### config.mk
export PLATFORM = sky130hd
export DESIGN_NAME = ifp_fetch_seq
export DESIGN_NICKNAME = d
export VERILOG_FILES = /design/src/rtl/ifp_pkg.sv /design/src/rtl/ifp_phase_if.sv /design/src/rtl/ifp_fetch_seq.sv /design/src/rtl/ifp_phase_gen.sv
export VERILOG_INCLUDE_DIRS = /design/src /design/src/rtl
export SDC_FILE = /design/constraint.sdc
export NUM_CORES = 1
export LEC_CHECK = 0
export BUFFER_PORTS_ARGS = -buffer_cell sky130_fd_sc_hd__buf_2
export CAP_MARGIN = 10
export CORE_AREA = 4 4 86 105
export CTS_CLUSTER_SIZE = 12
export DETAILED_ROUTE_END_ITERATION = 8
export DIE_AREA = 0 0 90 109
export HOLD_SLACK_MARGIN = 0.05
export PLACE_DENSITY = 0.66
export SLEW_MARGIN = 40
export SYNTH_ARGS = -nofsm -noshare
export SYNTH_HDL_FRONTEND = slang
export SYNTH_SLANG_ARGS = --single-unit
### constraint.sdc
create_clock -name SYS_CLK_IN -period 2.3 [get_ports SYS_CLK_IN]
set_clock_uncertainty 0.15 [all_clocks]
set_input_delay 0.115 -clock SYS_CLK_IN [delete_from_list [all_inputs] [get_ports SYS_CLK_IN]]
set_output_delay 0.115 -clock SYS_CLK_IN [all_outputs]
set_load 0.02 [all_outputs]
### src/rtl/ifp_defs.svh
// Constants for the instruction fetch pipeline and program counter
`ifndef IFP_DEFS_SVH
`define IFP_DEFS_SVH
`define IFP_PHASES 4
`define IFP_PC_RESET 11'h000
`define IFP_REG_PCL 4'h0
`define IFP_REG_PCH 4'h1
`define IFP_REG_STATUS 4'h2
`define IFP_REG_CTRL 4'h3
`define IFP_CTRL_RUN 0
`define IFP_CTRL_RESET 8'h01
`define IFP_ST_IDLE 0
`define IFP_ST_BRANCH 1
`define IFP_PAGE_BITS 8
`endif

### src/rtl/ifp_pkg.sv
// Types for the instruction fetch pipeline
package ifp_pkg;
   typedef enum logic [3:0]
   {
      IFP_T1 = 4'h1,
      IFP_T2 = 4'h2,
      IFP_T3 = 4'h4,
      IFP_T4 = 4'h8
   } ifp_phase_t;
   typedef enum logic [1:0]
   {
      IFP_OP_NEXT = 2'h0,
      IFP_OP_BRANCH = 2'h1,
      IFP_OP_SKIP = 2'h2
   } ifp_op_t;
endpackage

### src/rtl/ifp_phase_if.sv
// Phase strobes shared between the phase generator and the sequencer
`timescale 1ns/1ns
interface ifp_phase_if;
   import ifp_pkg::*;
   ifp_phase_t phase;
   logic fetch_phase;
   modport gen (output phase, output fetch_phase);
   modport use_side (input phase, input fetch_phase);
endinterface

### src/rtl/ifp_fetch_seq.sv
// Instruction fetch sequencer with program counter
// What this block does
// - four non-overlapping phases from system clock
// - PC advances and fetch starts at T1
// - phases two to four decode and execute
// - four phases make one instruction cycle
// - fetch overlaps execute, one per cycle
// - non-sequential transfers take two cycles
// - first cycle target, second cycle transfer
// - otherwise PC increments by one
// - PC 10 or 11 bits, low byte visible
// - jump, call, interrupt, reset load PC
// - taken skip discards prefetch, idle cycle
// - low byte write branches in page, idle
// - reset sets PC to zero
//
// Local design decisions: the register addresses and the plain strobed port.
`timescale 1ns/1ns
`include "ifp_defs.svh"
module ifp_fetch_seq #(
   parameter int PC_WIDTH = 11,
   parameter int WORD_WIDTH = 15
)
(
   input wire logic SYS_CLK_IN,
   input wire logic RST_N_IN,
   input wire logic [3:0] REG_ADDR_IN,
   input wire logic [7:0] REG_WDATA_IN,
   input wire logic REG_WR_IN,
   input wire logic REG_RD_IN,
   output logic [7:0] REG_RDATA_OUT,
   input wire logic [WORD_WIDTH-1:0] MEM_DATA_IN,
   output logic [PC_WIDTH-1:0] MEM_ADDR_OUT,
   output logic MEM_RD_OUT,
   input wire ifp_pkg::ifp_op_t EXEC_OP_IN,
   input wire logic [PC_WIDTH-1:0] EXEC_TARGET_IN,
   input wire logic IRQ_ACK_IN,
   input wire logic [PC_WIDTH-1:0] IRQ_VECTOR_IN,
   output logic [WORD_WIDTH-1:0] INSTR_OUT,
   output logic INSTR_VALID_OUT,
   output logic [3:0] PHASE_OUT,
   output logic EXEC_STROBE_OUT,
   output logic IDLE_CYCLE_OUT
);
   import ifp_pkg::*;

   ////////////////////////////////////////////////////////////
   // Phase generation
   logic run_r;
   ifp_phase_if ph ();
   ifp_phase_gen u_phase
   (
      .clk_in(SYS_CLK_IN),
      .rst_n_in(RST_N_IN),
      .run_in(run_r),
      .ph(ph.gen)
   );

   ////////////////////////////////////////////////////////////
   // Register decode
   function automatic logic reg_hit(input logic [3:0] a, input logic [3:0] off);
      reg_hit = (a == off);
   endfunction

   logic pcl_wr;
   logic ctrl_wr;
   assign pcl_wr = REG_WR_IN && reg_hit(REG_ADDR_IN, `IFP_REG_PCL);
   assign ctrl_wr = REG_WR_IN && reg_hit(REG_ADDR_IN, `IFP_REG_CTRL);

   always_ff @(posedge SYS_CLK_IN or negedge RST_N_IN)
   begin
      if (!RST_N_IN)
         run_r <= 1'b1;
      else if (ctrl_wr)
         run_r <= REG_WDATA_IN[`IFP_CTRL_RUN];
   end

   ////////////////////////////////////////////////////////////
   // Pending low-byte write, taken at the next fetch phase so the PC changes only at T1
   logic pcl_pend_r;
   logic [7:0] pcl_val_r;
   always_ff @(posedge SYS_CLK_IN or negedge RST_N_IN)
   begin
      if (!RST_N_IN)
      begin
         pcl_pend_r <= 1'b0;
         pcl_val_r <= 8'h00;
      end
      else if (pcl_wr)
      begin
         pcl_pend_r <= 1'b1;
         pcl_val_r <= REG_WDATA_IN;
      end
      else if (ph.fetch_phase)
         pcl_pend_r <= 1'b0;
   end

   ////////////////////////////////////////////////////////////
   // Program counter and pipeline
   logic [PC_WIDTH-1:0] pc_r;
   logic [PC_WIDTH-1:0] pc_nxt;
   logic flush_r;
   logic flush_nxt;
   logic exec_t4;
   logic [PC_WIDTH-1:0] pending_target_r;
   logic pending_load_r;
   logic pending_skip_r;

   assign exec_t4 = run_r && (ph.phase == IFP_T4) && INSTR_VALID_OUT;

   // Latch the transfer decided during execute; acted on at the following T1
   always_ff @(posedge SYS_CLK_IN or negedge RST_N_IN)
   begin
      if (!RST_N_IN)
      begin
         pending_load_r <= 1'b0;
         pending_skip_r <= 1'b0;
         pending_target_r <= '0;
      end
      else if (IRQ_ACK_IN)
      begin
         pending_load_r <= 1'b1;
         pending_skip_r <= 1'b0;
         pending_target_r <= IRQ_VECTOR_IN;
      end
      else if (exec_t4 && !pending_load_r)
      begin
         // target obtained first cycle; a pending interrupt load keeps priority
         pending_load_r <= (EXEC_OP_IN == IFP_OP_BRANCH);
         pending_skip_r <= (EXEC_OP_IN == IFP_OP_SKIP);
         pending_target_r <= EXEC_TARGET_IN;
      end
      else if (ph.fetch_phase)
      begin
         pending_load_r <= 1'b0;
         pending_skip_r <= 1'b0;
      end
   end

   always_comb
   begin
      pc_nxt = pc_r;
      flush_nxt = flush_r;
      if (ph.fetch_phase)
      begin
         flush_nxt = 1'b0;
         if (pending_load_r)
         begin
            pc_nxt = pending_target_r;
            flush_nxt = 1'b1;
         end
         else if (pcl_pend_r)
         begin
            pc_nxt = {pc_r[PC_WIDTH-1:`IFP_PAGE_BITS], pcl_val_r};
            flush_nxt = 1'b1;
         end
         else
         begin
            pc_nxt = pc_r + {{(PC_WIDTH-1){1'b0}}, 1'b1};
            flush_nxt = pending_skip_r;
         end
      end
   end

   always_ff @(posedge SYS_CLK_IN or negedge RST_N_IN)
   begin
      if (!RST_N_IN)
      begin
         pc_r <= PC_WIDTH'(`IFP_PC_RESET);
         flush_r <= 1'b1;
      end
      else
      begin
         pc_r <= pc_nxt;
         flush_r <= flush_nxt;
      end
   end

   ////////////////////////////////////////////////////////////
   // Fetch: address presented in T1, word captured at end of T1
   // advance and fetch
   always_ff @(posedge SYS_CLK_IN or negedge RST_N_IN)
   begin
      if (!RST_N_IN)
      begin
         // Read stands through the first T1 so the word at address zero is taken
         MEM_ADDR_OUT <= '0;
         MEM_RD_OUT <= 1'b1;
      end
      else
      begin
         MEM_ADDR_OUT <= pc_nxt;
         MEM_RD_OUT <= run_r && (ph.phase == IFP_T4);
      end
   end

   always_ff @(posedge SYS_CLK_IN or negedge RST_N_IN)
   begin
      if (!RST_N_IN)
      begin
         INSTR_OUT <= '0;
         INSTR_VALID_OUT <= 1'b0;
         IDLE_CYCLE_OUT <= 1'b0;
      end
      else if (ph.fetch_phase)
      begin
         INSTR_OUT <= MEM_DATA_IN;
         INSTR_VALID_OUT <= !flush_nxt;
         IDLE_CYCLE_OUT <= flush_nxt;
      end
   end

   always_ff @(posedge SYS_CLK_IN or negedge RST_N_IN)
   begin
      if (!RST_N_IN)
      begin
         PHASE_OUT <= 4'h0;
         EXEC_STROBE_OUT <= 1'b0;
      end
      else
      begin
         PHASE_OUT <= run_r ? ph.phase : 4'h0;
         EXEC_STROBE_OUT <= run_r && (ph.phase == IFP_T3) && INSTR_VALID_OUT;
      end
   end

   ////////////////////////////////////////////////////////////
   // Read port; upper PC bits are not readable, the status view holds only flush and valid
   // low byte visible
   always_ff @(posedge SYS_CLK_IN or negedge RST_N_IN)
   begin
      if (!RST_N_IN)
         REG_RDATA_OUT <= 8'h00;
      else if (REG_RD_IN)
      begin
         case (REG_ADDR_IN)
            `IFP_REG_PCL: REG_RDATA_OUT <= pc_r[7:0];
            `IFP_REG_STATUS: REG_RDATA_OUT <= {6'h00, flush_r, INSTR_VALID_OUT};
            `IFP_REG_CTRL: REG_RDATA_OUT <= {7'h00, run_r};
            default: REG_RDATA_OUT <= 8'h00;
         endcase
      end
      else
         REG_RDATA_OUT <= 8'h00;
   end
endmodule

### src/rtl/ifp_phase_gen.sv
// Four non-overlapping phase generator
`timescale 1ns/1ns
module ifp_phase_gen
(
   input wire logic clk_in,
   input wire logic rst_n_in,
   input wire logic run_in,
   ifp_phase_if.gen ph
);
   import ifp_pkg::*;
   ifp_phase_t phase_r;
   ////////////////////////////////////////////////////////////
   // one-hot rotation
   always_ff @(posedge clk_in or negedge rst_n_in)
   begin
      if (!rst_n_in)
         phase_r <= IFP_T1;
      else if (run_in)
      begin
         case (phase_r)
            IFP_T1: phase_r <= IFP_T2;
            IFP_T2: phase_r <= IFP_T3;
            IFP_T3: phase_r <= IFP_T4;
            IFP_T4: phase_r <= IFP_T1;
            default: phase_r <= IFP_T1;
         endcase
      end
   end
   assign ph.phase = phase_r;
   assign ph.fetch_phase = run_in && (phase_r == IFP_T1);
endmodule

==> results of run 1 <==
## power groups by stage
stage / registers, W / clock network (W) / logic, W
floorplan: 0.00215 / 0 / 0.000778
CTS: 0.00193 / 0.000904 / 0.00166
detailed placement: 0.00195 / 0 / 0.00156
global placement: 0.00194 / 0 / 0.00152
global route: 0.00200 / 0.000950 / 0.00182
finish: 0.00194 / 0.000878 / 0.00164
## area by class of cell
cell class	instances	area, um^2
sequential	70	1757
tap	95	118.9
fill	693	3421
inverter	6	22.52
multi-input combinational	207	1261
clock inverter	4	22.52
timing repair buffer	172	1225
clock buffer	12	145.1
## layout by cell type (no fill, tap or decap), drive strengths merged, types with 4 or more instances in the layout
| master | synthesis | routed |
|---|---|---|
| dfstp | 4 | 4 |
| a21oi | 4 | 4 |
| mux2i | 17 | 17 |
| nor3 | 6 | 6 |
| nor2 | 15 | 15 |
| nand2 | 68 | 68 |
| mux2 | 10 | 10 |
| inv | 6 | 6 |
| and2 | 8 | 8 |
| nand3 | 7 | 7 |
| o21ai | 29 | 29 |
| dlygate4sd3 | 0 | 68 |
| dfrtp | 66 | 66 |
| buf | 12 | 104 |
| clkbuf | 5 | 12 |
## cell families (layout without fill, tap and decap cells)
| family | after synthesis | in the layout | share of synthesized area (%) |
|---|---|---|---|
| buf+inv | 23 | 194 | 3.789 |
| simple gates | 127 | 127 | 20.22 |
| compound gates | 52 | 52 | 10.57 |
| flops | 70 | 70 | 56.00 |
| fa+ha+maj | 1 | 1 | 0.3988 |
| mux | 27 | 27 | 9.015 |
## worst max-delay path by stage
stage,start,end,slack (ns),depth (start not counted)
2_1_floorplan,MEM_ADDR_OUT[0],MEM_ADDR_OUT[10],0.29,5
3_3_place_gp,MEM_ADDR_OUT[2],MEM_ADDR_OUT[10],0.50,4
3_5_place_dp,run_r,pending_target_r[6],0.44,4
4_1_cts,REG_RD_IN,REG_RDATA_OUT[1],0.29,6
5_1_grt,REG_RD_IN,REG_RDATA_OUT[1],0.21,6
6_report,REG_RD_IN,REG_RDATA_OUT[1],0.30,6
## cell usage after synthesis, drive strengths merged
| master | number |
|---|---|
| nand4 | 3 |
| o21a | 2 |
| nand2 | 68 |
| nand3b | 2 |
| nor3 | 6 |
| o41ai | 2 |
| nand4b | 1 |
| or4b | 1 |
| dfstp | 4 |
| nand3 | 7 |
| and2 | 8 |
| nand2b | 2 |
| nor2b | 3 |
| buf | 12 |
| a2bb2oi | 1 |
| a32oi | 1 |
| mux2i | 17 |
| a221oi | 3 |
| mux2 | 10 |
| dfrtp | 66 |
| o221a | 1 |
| and4bb | 1 |
| clkbuf | 5 |
| a31oi | 1 |
| and2b | 1 |
| inv | 6 |
| or2 | 1 |
| nor3b | 2 |
| ha | 1 |
| a222oi | 3 |
| o21ai | 29 |
| o31ai | 1 |
| or3 | 1 |
| o22a | 1 |
| o2bb2ai | 3 |
| a21oi | 4 |
| and3 | 3 |
| nor4 | 2 |
| nor2 | 15 |
## metrics by stage
stage	utilization [%]	setup WS (ns)
final	57.09	0.3000
after global routing	57.09	0.2093
after CTS	57.09	0.2870
after detailed placement	46.45	0.4404
after global placement	46.41	0.5031
after floorplan	-	0.2904
## per-layer routing
metal / wire length [um] / share of wire, %
met1: 3290 / 39
met5: 0 / 0
met2: 4490 / 53
met4: 192 / 2.3
met3: 529 / 6.2
## sequential cells by signal (all words and copies together), names as in the netlist
register and flops:
pending_target_r 11, pending_load_r 1, u_phase.ph.phase 4, INSTR_VALID_OUT 1
PHASE_OUT 4, IDLE_CYCLE_OUT 1, REG_RDATA_OUT 8, pcl_val_r 8
run_r 1, EXEC_STROBE_OUT 1, MEM_RD_OUT 1, INSTR_OUT 15
flush_r 1, pending_skip_r 1, pcl_pend_r 1, MEM_ADDR_OUT 11
## worst register-to-register path: stages, from the launching register on
cell	delay (ns)
dfstp_2	0.66
nor3b_2	0.43
nand2_4	0.24
mux2i_1	0.25
o21ai_1	0.07
## repair_timing
action	4_1_cts	5_1_grt
hold buffers	68	0
hold endpoints to repair	110	0
endpoints found under the setup margin	0	0
==> impl_metrics.env, run 1 <==
export IMPL_clockPowerShare_pct=19.7
export IMPL_drt_wirelength_per_cell_um=15.02
export IMPL_rsz0062_at_grt="no"
export IMPL_grt_usage_pct=18.51
export IMPL_drv_slew=0
export IMPL_antennaDiodeCount=0
export IMPL_worst_r2r_cell_count=4
export IMPL_finalHoldViolations=0
export IMPL_crit_arrival_ns=2.14
export IMPL_grtUsageMet2_pct=33.10
export IMPL_cts_resized=0
export IMPL_critPathRequiredTime_ns=2.44
export IMPL_post_route_period_util_pct=86.96
export IMPL_fin_nets=523
export IMPL_drt_iter0_markers=129
export IMPL_max_freq_ghz=0.5000
export IMPL_drt_wl_total_um=8502
export IMPL_worstReg2RegStart="run_r"
export IMPL_rows=36
export IMPL_min_delay_start="REG_ADDR_IN[2]"
export IMPL_area_growth_pct=45.11
export IMPL_grt_max_degree=71
export IMPL_combPwrFrac_pct=36.9
export IMPL_drt_vias_per_instance=4.979
export IMPL_synth_area_leaders="dfrtp_1, nand2_1, mux2i_1"
export IMPL_core_um2=7973
export IMPL_power_leakage_nw=2.297
export IMPL_endpoint_kind="flip-flop"
export IMPL_syn_avg_cell_area_um2=10.46
export IMPL_io_pins=98
export IMPL_grt_pass1_wl_um=14220
export IMPL_status="complete, no violations"
export IMPL_busiest_layer="met2"
export IMPL_clockBufferDepth=2
export IMPL_port_buffers=97
export IMPL_final_setup_viol_count=0
export IMPL_hold_depth=5
export IMPL_gp_congestion=0.8250
export IMPL_die_w_um=90
export IMPL_fin_worst_hold_slack_ns=0.1801
export IMPL_first_global_vias=2953
export IMPL_met1_usage_pct=20.51
export IMPL_tns_ns=0
export IMPL_start_util_pct=39.34
export IMPL_ant_nets=0
export IMPL_ir_drop_mv=0.5226
export IMPL_switchingPower_w=0.001757
export IMPL_p_int_w=0.002698
export IMPL_worstPathCellList="dlygate4sd3_1 > buf_2 > nand2_1 > dlygate4sd3_1 > nor3_1 > dlygate4sd3_1"
export IMPL_die_h_um=109
export IMPL_synth_seq_cells=70
export IMPL_synth_top_area_share_pct=52.65
export IMPL_cpPeakStageDelay_ns=0.60
export IMPL_path_common_cell="dlygate4sd3_1"
export IMPL_use_met3_pct=5.176
export IMPL_tightestPinTransition_ns=0.6292
export IMPL_ys_warnings_count=0
export IMPL_path_clk_slew_ns=0.07
export IMPL_drive_above_1_share_pct=29.94
export IMPL_drtPass1Iterations=4
export IMPL_r2r_end="pending_target_r[7]"
export IMPL_netlist_instances=300
export IMPL_pwr_density_cell_nw_per_um2=978.6
export IMPL_worstPathMaxFanout=3
export IMPL_critical_path_class="input pin to flip-flop"
export IMPL_syn_num_nets=357
export IMPL_hp_class="input pin to flip-flop"
export IMPL_antenna_found_initial=0
export IMPL_switching_share_pct=39.44
export IMPL_cp_start_kind="input pin"
export IMPL_p_seq_share_pct=43.4
export IMPL_cts_tree="built"
export IMPL_min_to="REG_RDATA_OUT[2]"
export IMPL_period_needed_ns=2.000
export IMPL_worstSkewPairLatency_ns=0.35
export IMPL_ctsHtreeMaxLevel=3
export IMPL_dp_hpwl_um=5548
export IMPL_fin_area_um2=4552
export IMPL_gr_total_overflow=0
export IMPL_yosys_cell_types_count=47
export IMPL_cts_sinks=70
export IMPL_drc=0
export IMPL_place_inst=482
export IMPL_vias=2818
export IMPL_ys_seq_area_share_pct=56.00
export IMPL_place_area_um2=3704
export IMPL_cts_made_buffers=9
export IMPL_final_cells=566
export IMPL_netlist_area_um2=3137
export IMPL_crit_buf_inv=4
export IMPL_dieArea_um2=9810
export IMPL_path_delay_family="buffers and inverters"
export IMPL_cp_slowest_cell="dlygate4sd3_1"
export IMPL_cts_root_buf="clkbuf_8"
export IMPL_r2r_slack_ns=0.37
export IMPL_power_w=0.004454
export IMPL_slew_headroom_pct=58.05
export IMPL_synth_top_area_cell="dfrtp_1"
export IMPL_postCtsSetupBuffers=0
export IMPL_max_cap_violations=0
No activity file was read; power rests on OpenSTA's default activity.
==> run 2: changes to the inputs <==
Settings changed: RECOVER_POWER set to 25.
==> run 2 against run 1 <==
Compared with the run above:
- the flow now finishes with violations (max-capacitance violations, max-slew violations)
- sequential power barely moved
- first-iteration DRC count did not move
- power barely moved
- fmax fell by 3.2%
- via count did not move
- cell count did not move
- non-clock buffer count did not move
- sequential cell count did not move
- highest routed layer unchanged
- critical path depth fell by 2
- hold slack barely moved
==> impl_metrics.env, run 2 (synthesis gave the netlist of run 1 again) <==
export IMPL_violations="max-capacitance violations, max-slew violations"
export IMPL_drv_slew=71
export IMPL_slew_headroom_pct=-1.952
export IMPL_finalHoldViolations=0
export IMPL_cts_tree="built"
export IMPL_dieArea_um2=9810
export IMPL_cts_sinks=70
export IMPL_tightestPinTransition_ns=1.529
export IMPL_path_clk_slew_ns=0.08
export IMPL_gr_total_overflow=0
export IMPL_grtUsageMet2_pct=33.10
export IMPL_ant_nets=0
export IMPL_final_cell_mix="buf_2, dlygate4sd3_1, nand2_1"
export IMPL_critPathRequiredTime_ns=2.37
export IMPL_final_setup_viol_count=0
export IMPL_path_delay_family="flip-flops"
export IMPL_cpPeakStageDelay_ns=0.76
export IMPL_max_cap_violations=1
export IMPL_top_register="INSTR_OUT"
export IMPL_busiest_layer="met2"
export IMPL_hp_class="input pin to flip-flop"
export IMPL_cp_slowest_cell="dfstp_1"
export IMPL_met1_usage_pct=20.51
export IMPL_switching_share_pct=39.47
export IMPL_rsz0062_at_grt="no"
export IMPL_clockBufferDepth=2
export IMPL_first_global_vias=2953
export IMPL_endpoint_kind="flip-flop"
export IMPL_ir_drop_mv=0.5226
export IMPL_die_w_um=90
export IMPL_postCtsSetupBuffers=0
export IMPL_drive_above_1_share_pct=29.72
export IMPL_vias=2818
export IMPL_drtPass1Iterations=4
export IMPL_drc=0
export IMPL_drt_wl_total_um=8506
export IMPL_final_common_cell="buf_2"
export IMPL_p_int_w=0.002695
export IMPL_max_freq_ghz=0.4841
export IMPL_core_um2=7973
export IMPL_drt_iter0_markers=129
export IMPL_cp_start_kind="flip-flop"
export IMPL_area_growth_pct=44.91
export IMPL_power_w=0.004452
export IMPL_power_leakage_nw=2.294
export IMPL_p_seq_share_pct=43.4
export IMPL_setup_ws_ns=0.2345
export IMPL_reg_top3="INSTR_OUT x15, MEM_ADDR_OUT x11, pending_target_r x11"
export IMPL_antennaDiodeCount=0
export IMPL_ctsHtreeMaxLevel=3
export IMPL_grt_max_degree=71
export IMPL_crit_arrival_ns=2.14
export IMPL_io_pins=98
export IMPL_combPwrFrac_pct=36.8
export IMPL_cts_root_buf="clkbuf_8"
export IMPL_grt_pass1_wl_um=14220
export IMPL_drt_wirelength_per_cell_um=15.03
export IMPL_placement_setup_worst_slack_ns=0.4404
export IMPL_port_buffers=97
export IMPL_rows=36
export IMPL_worstPathMaxFanout=13
export IMPL_pwr_density_cell_nw_per_um2=979.3
export IMPL_antenna_found_initial=0
export IMPL_post_route_period_util_pct=89.80
export IMPL_drt_vias_per_instance=4.979
export IMPL_period_needed_ns=2.065
export IMPL_use_met3_pct=5.176
export IMPL_largest_reg_flops=15
export IMPL_crit_buf_inv=0
export IMPL_worstSkewPairLatency_ns=0.35
export IMPL_critical_path_class="flip-flop to flip-flop"
export IMPL_tns_ns=0
export IMPL_finish_utilization_pct=57.02
export IMPL_fill_cells=695
export IMPL_status="complete, but fails checks"
export IMPL_fin_nets=523
export IMPL_die_h_um=109
export IMPL_dp_hpwl_um=5548
export IMPL_worstPathCellList="nor3b_2 > nand2_4 > mux2i_1 > o21ai_1"
export IMPL_grt_usage_pct=18.51
export IMPL_cts_made_buffers=9
export IMPL_start_util_pct=39.34
export IMPL_clockPowerShare_pct=19.7
export IMPL_switchingPower_w=0.001757
export IMPL_place_area_um2=3704
export IMPL_gp_congestion=0.8250
export IMPL_fin_area_um2=4546
==> run 2: repair_timing <==
action                                 4_1_cts  5_1_grt
hold buffers                                68        0
gates resized for setup                      0        0
endpoints found under the hold margin      110        0
==> run 2: cell type report <==
cell class | count | area (um^2) | share of cell area (%)
flip-flops and latches | 70 | 1757 | 38.65
multi-input cells | 207 | 1261 | 27.75
repair buffers | 172 | 1219 | 26.81
clock buffers | 12 | 145.1 | 3.193
well taps | 95 | 118.9 | 2.615
clock inverters | 4 | 22.52 | 0.4955
inverters | 6 | 22.52 | 0.4955
==> run 2: power by group through the flow <==
stage | clock [W] | sequential [W] | combinational [W]
2_1_floorplan | 0 | 0.00215 | 0.000778
4_1_cts | 0.000904 | 0.00193 | 0.00166
3_3_place_gp | 0 | 0.00194 | 0.00152
6_report | 0.000878 | 0.00193 | 0.00164
3_5_place_dp | 0 | 0.00195 | 0.00156
5_1_grt | 0.000950 | 0.00200 | 0.00182
==> run 2: through the flow <==
| stage | cells | hold slack (ns) |
|---|---|---|
| 2_1_floorplan | 300 | -0.3306 |
| 6_report | 566 | 0.1800 |
| 3_3_place_gp | 482 | 0.1371 |
| 5_1_grt | 566 | 0.2239 |
| 4_1_cts | 566 | 0.1880 |
| 3_5_place_dp | 482 | 0.02114 |
==> run 2: worst paths after layout <==
check	start	end	slack, ns	cells past startpoint
min	REG_ADDR_IN[2]	REG_RDATA_OUT[2]	0.18	5
max in group asynchronous	RST_N_IN	INSTR_OUT[9]	0.53	2
max	run_r	pending_target_r[7]	0.23	4
min in group asynchronous	RST_N_IN	pending_target_r[1]	0.55	2
max reg2reg	run_r	pending_target_r[7]	0.23	4
min reg2reg	INSTR_OUT[10]	INSTR_OUT[10]	0.32	2
==> run 2: worst reg2reg max path, cell delays in order, from the launching register on <==
cell and delay, ns:
dfstp_1 0.76, nor3b_2 0.46, nand2_4 0.24, mux2i_1 0.25
o21ai_1 0.07
==> run 2: layer usage <==
metal / share of wire, % / vias to the layer above
li1: - / 1369
met1: 39 / 1335
met3: 6.2 / 18
met5: 0 / -
met4: 2.3 / 0
met2: 53 / 96
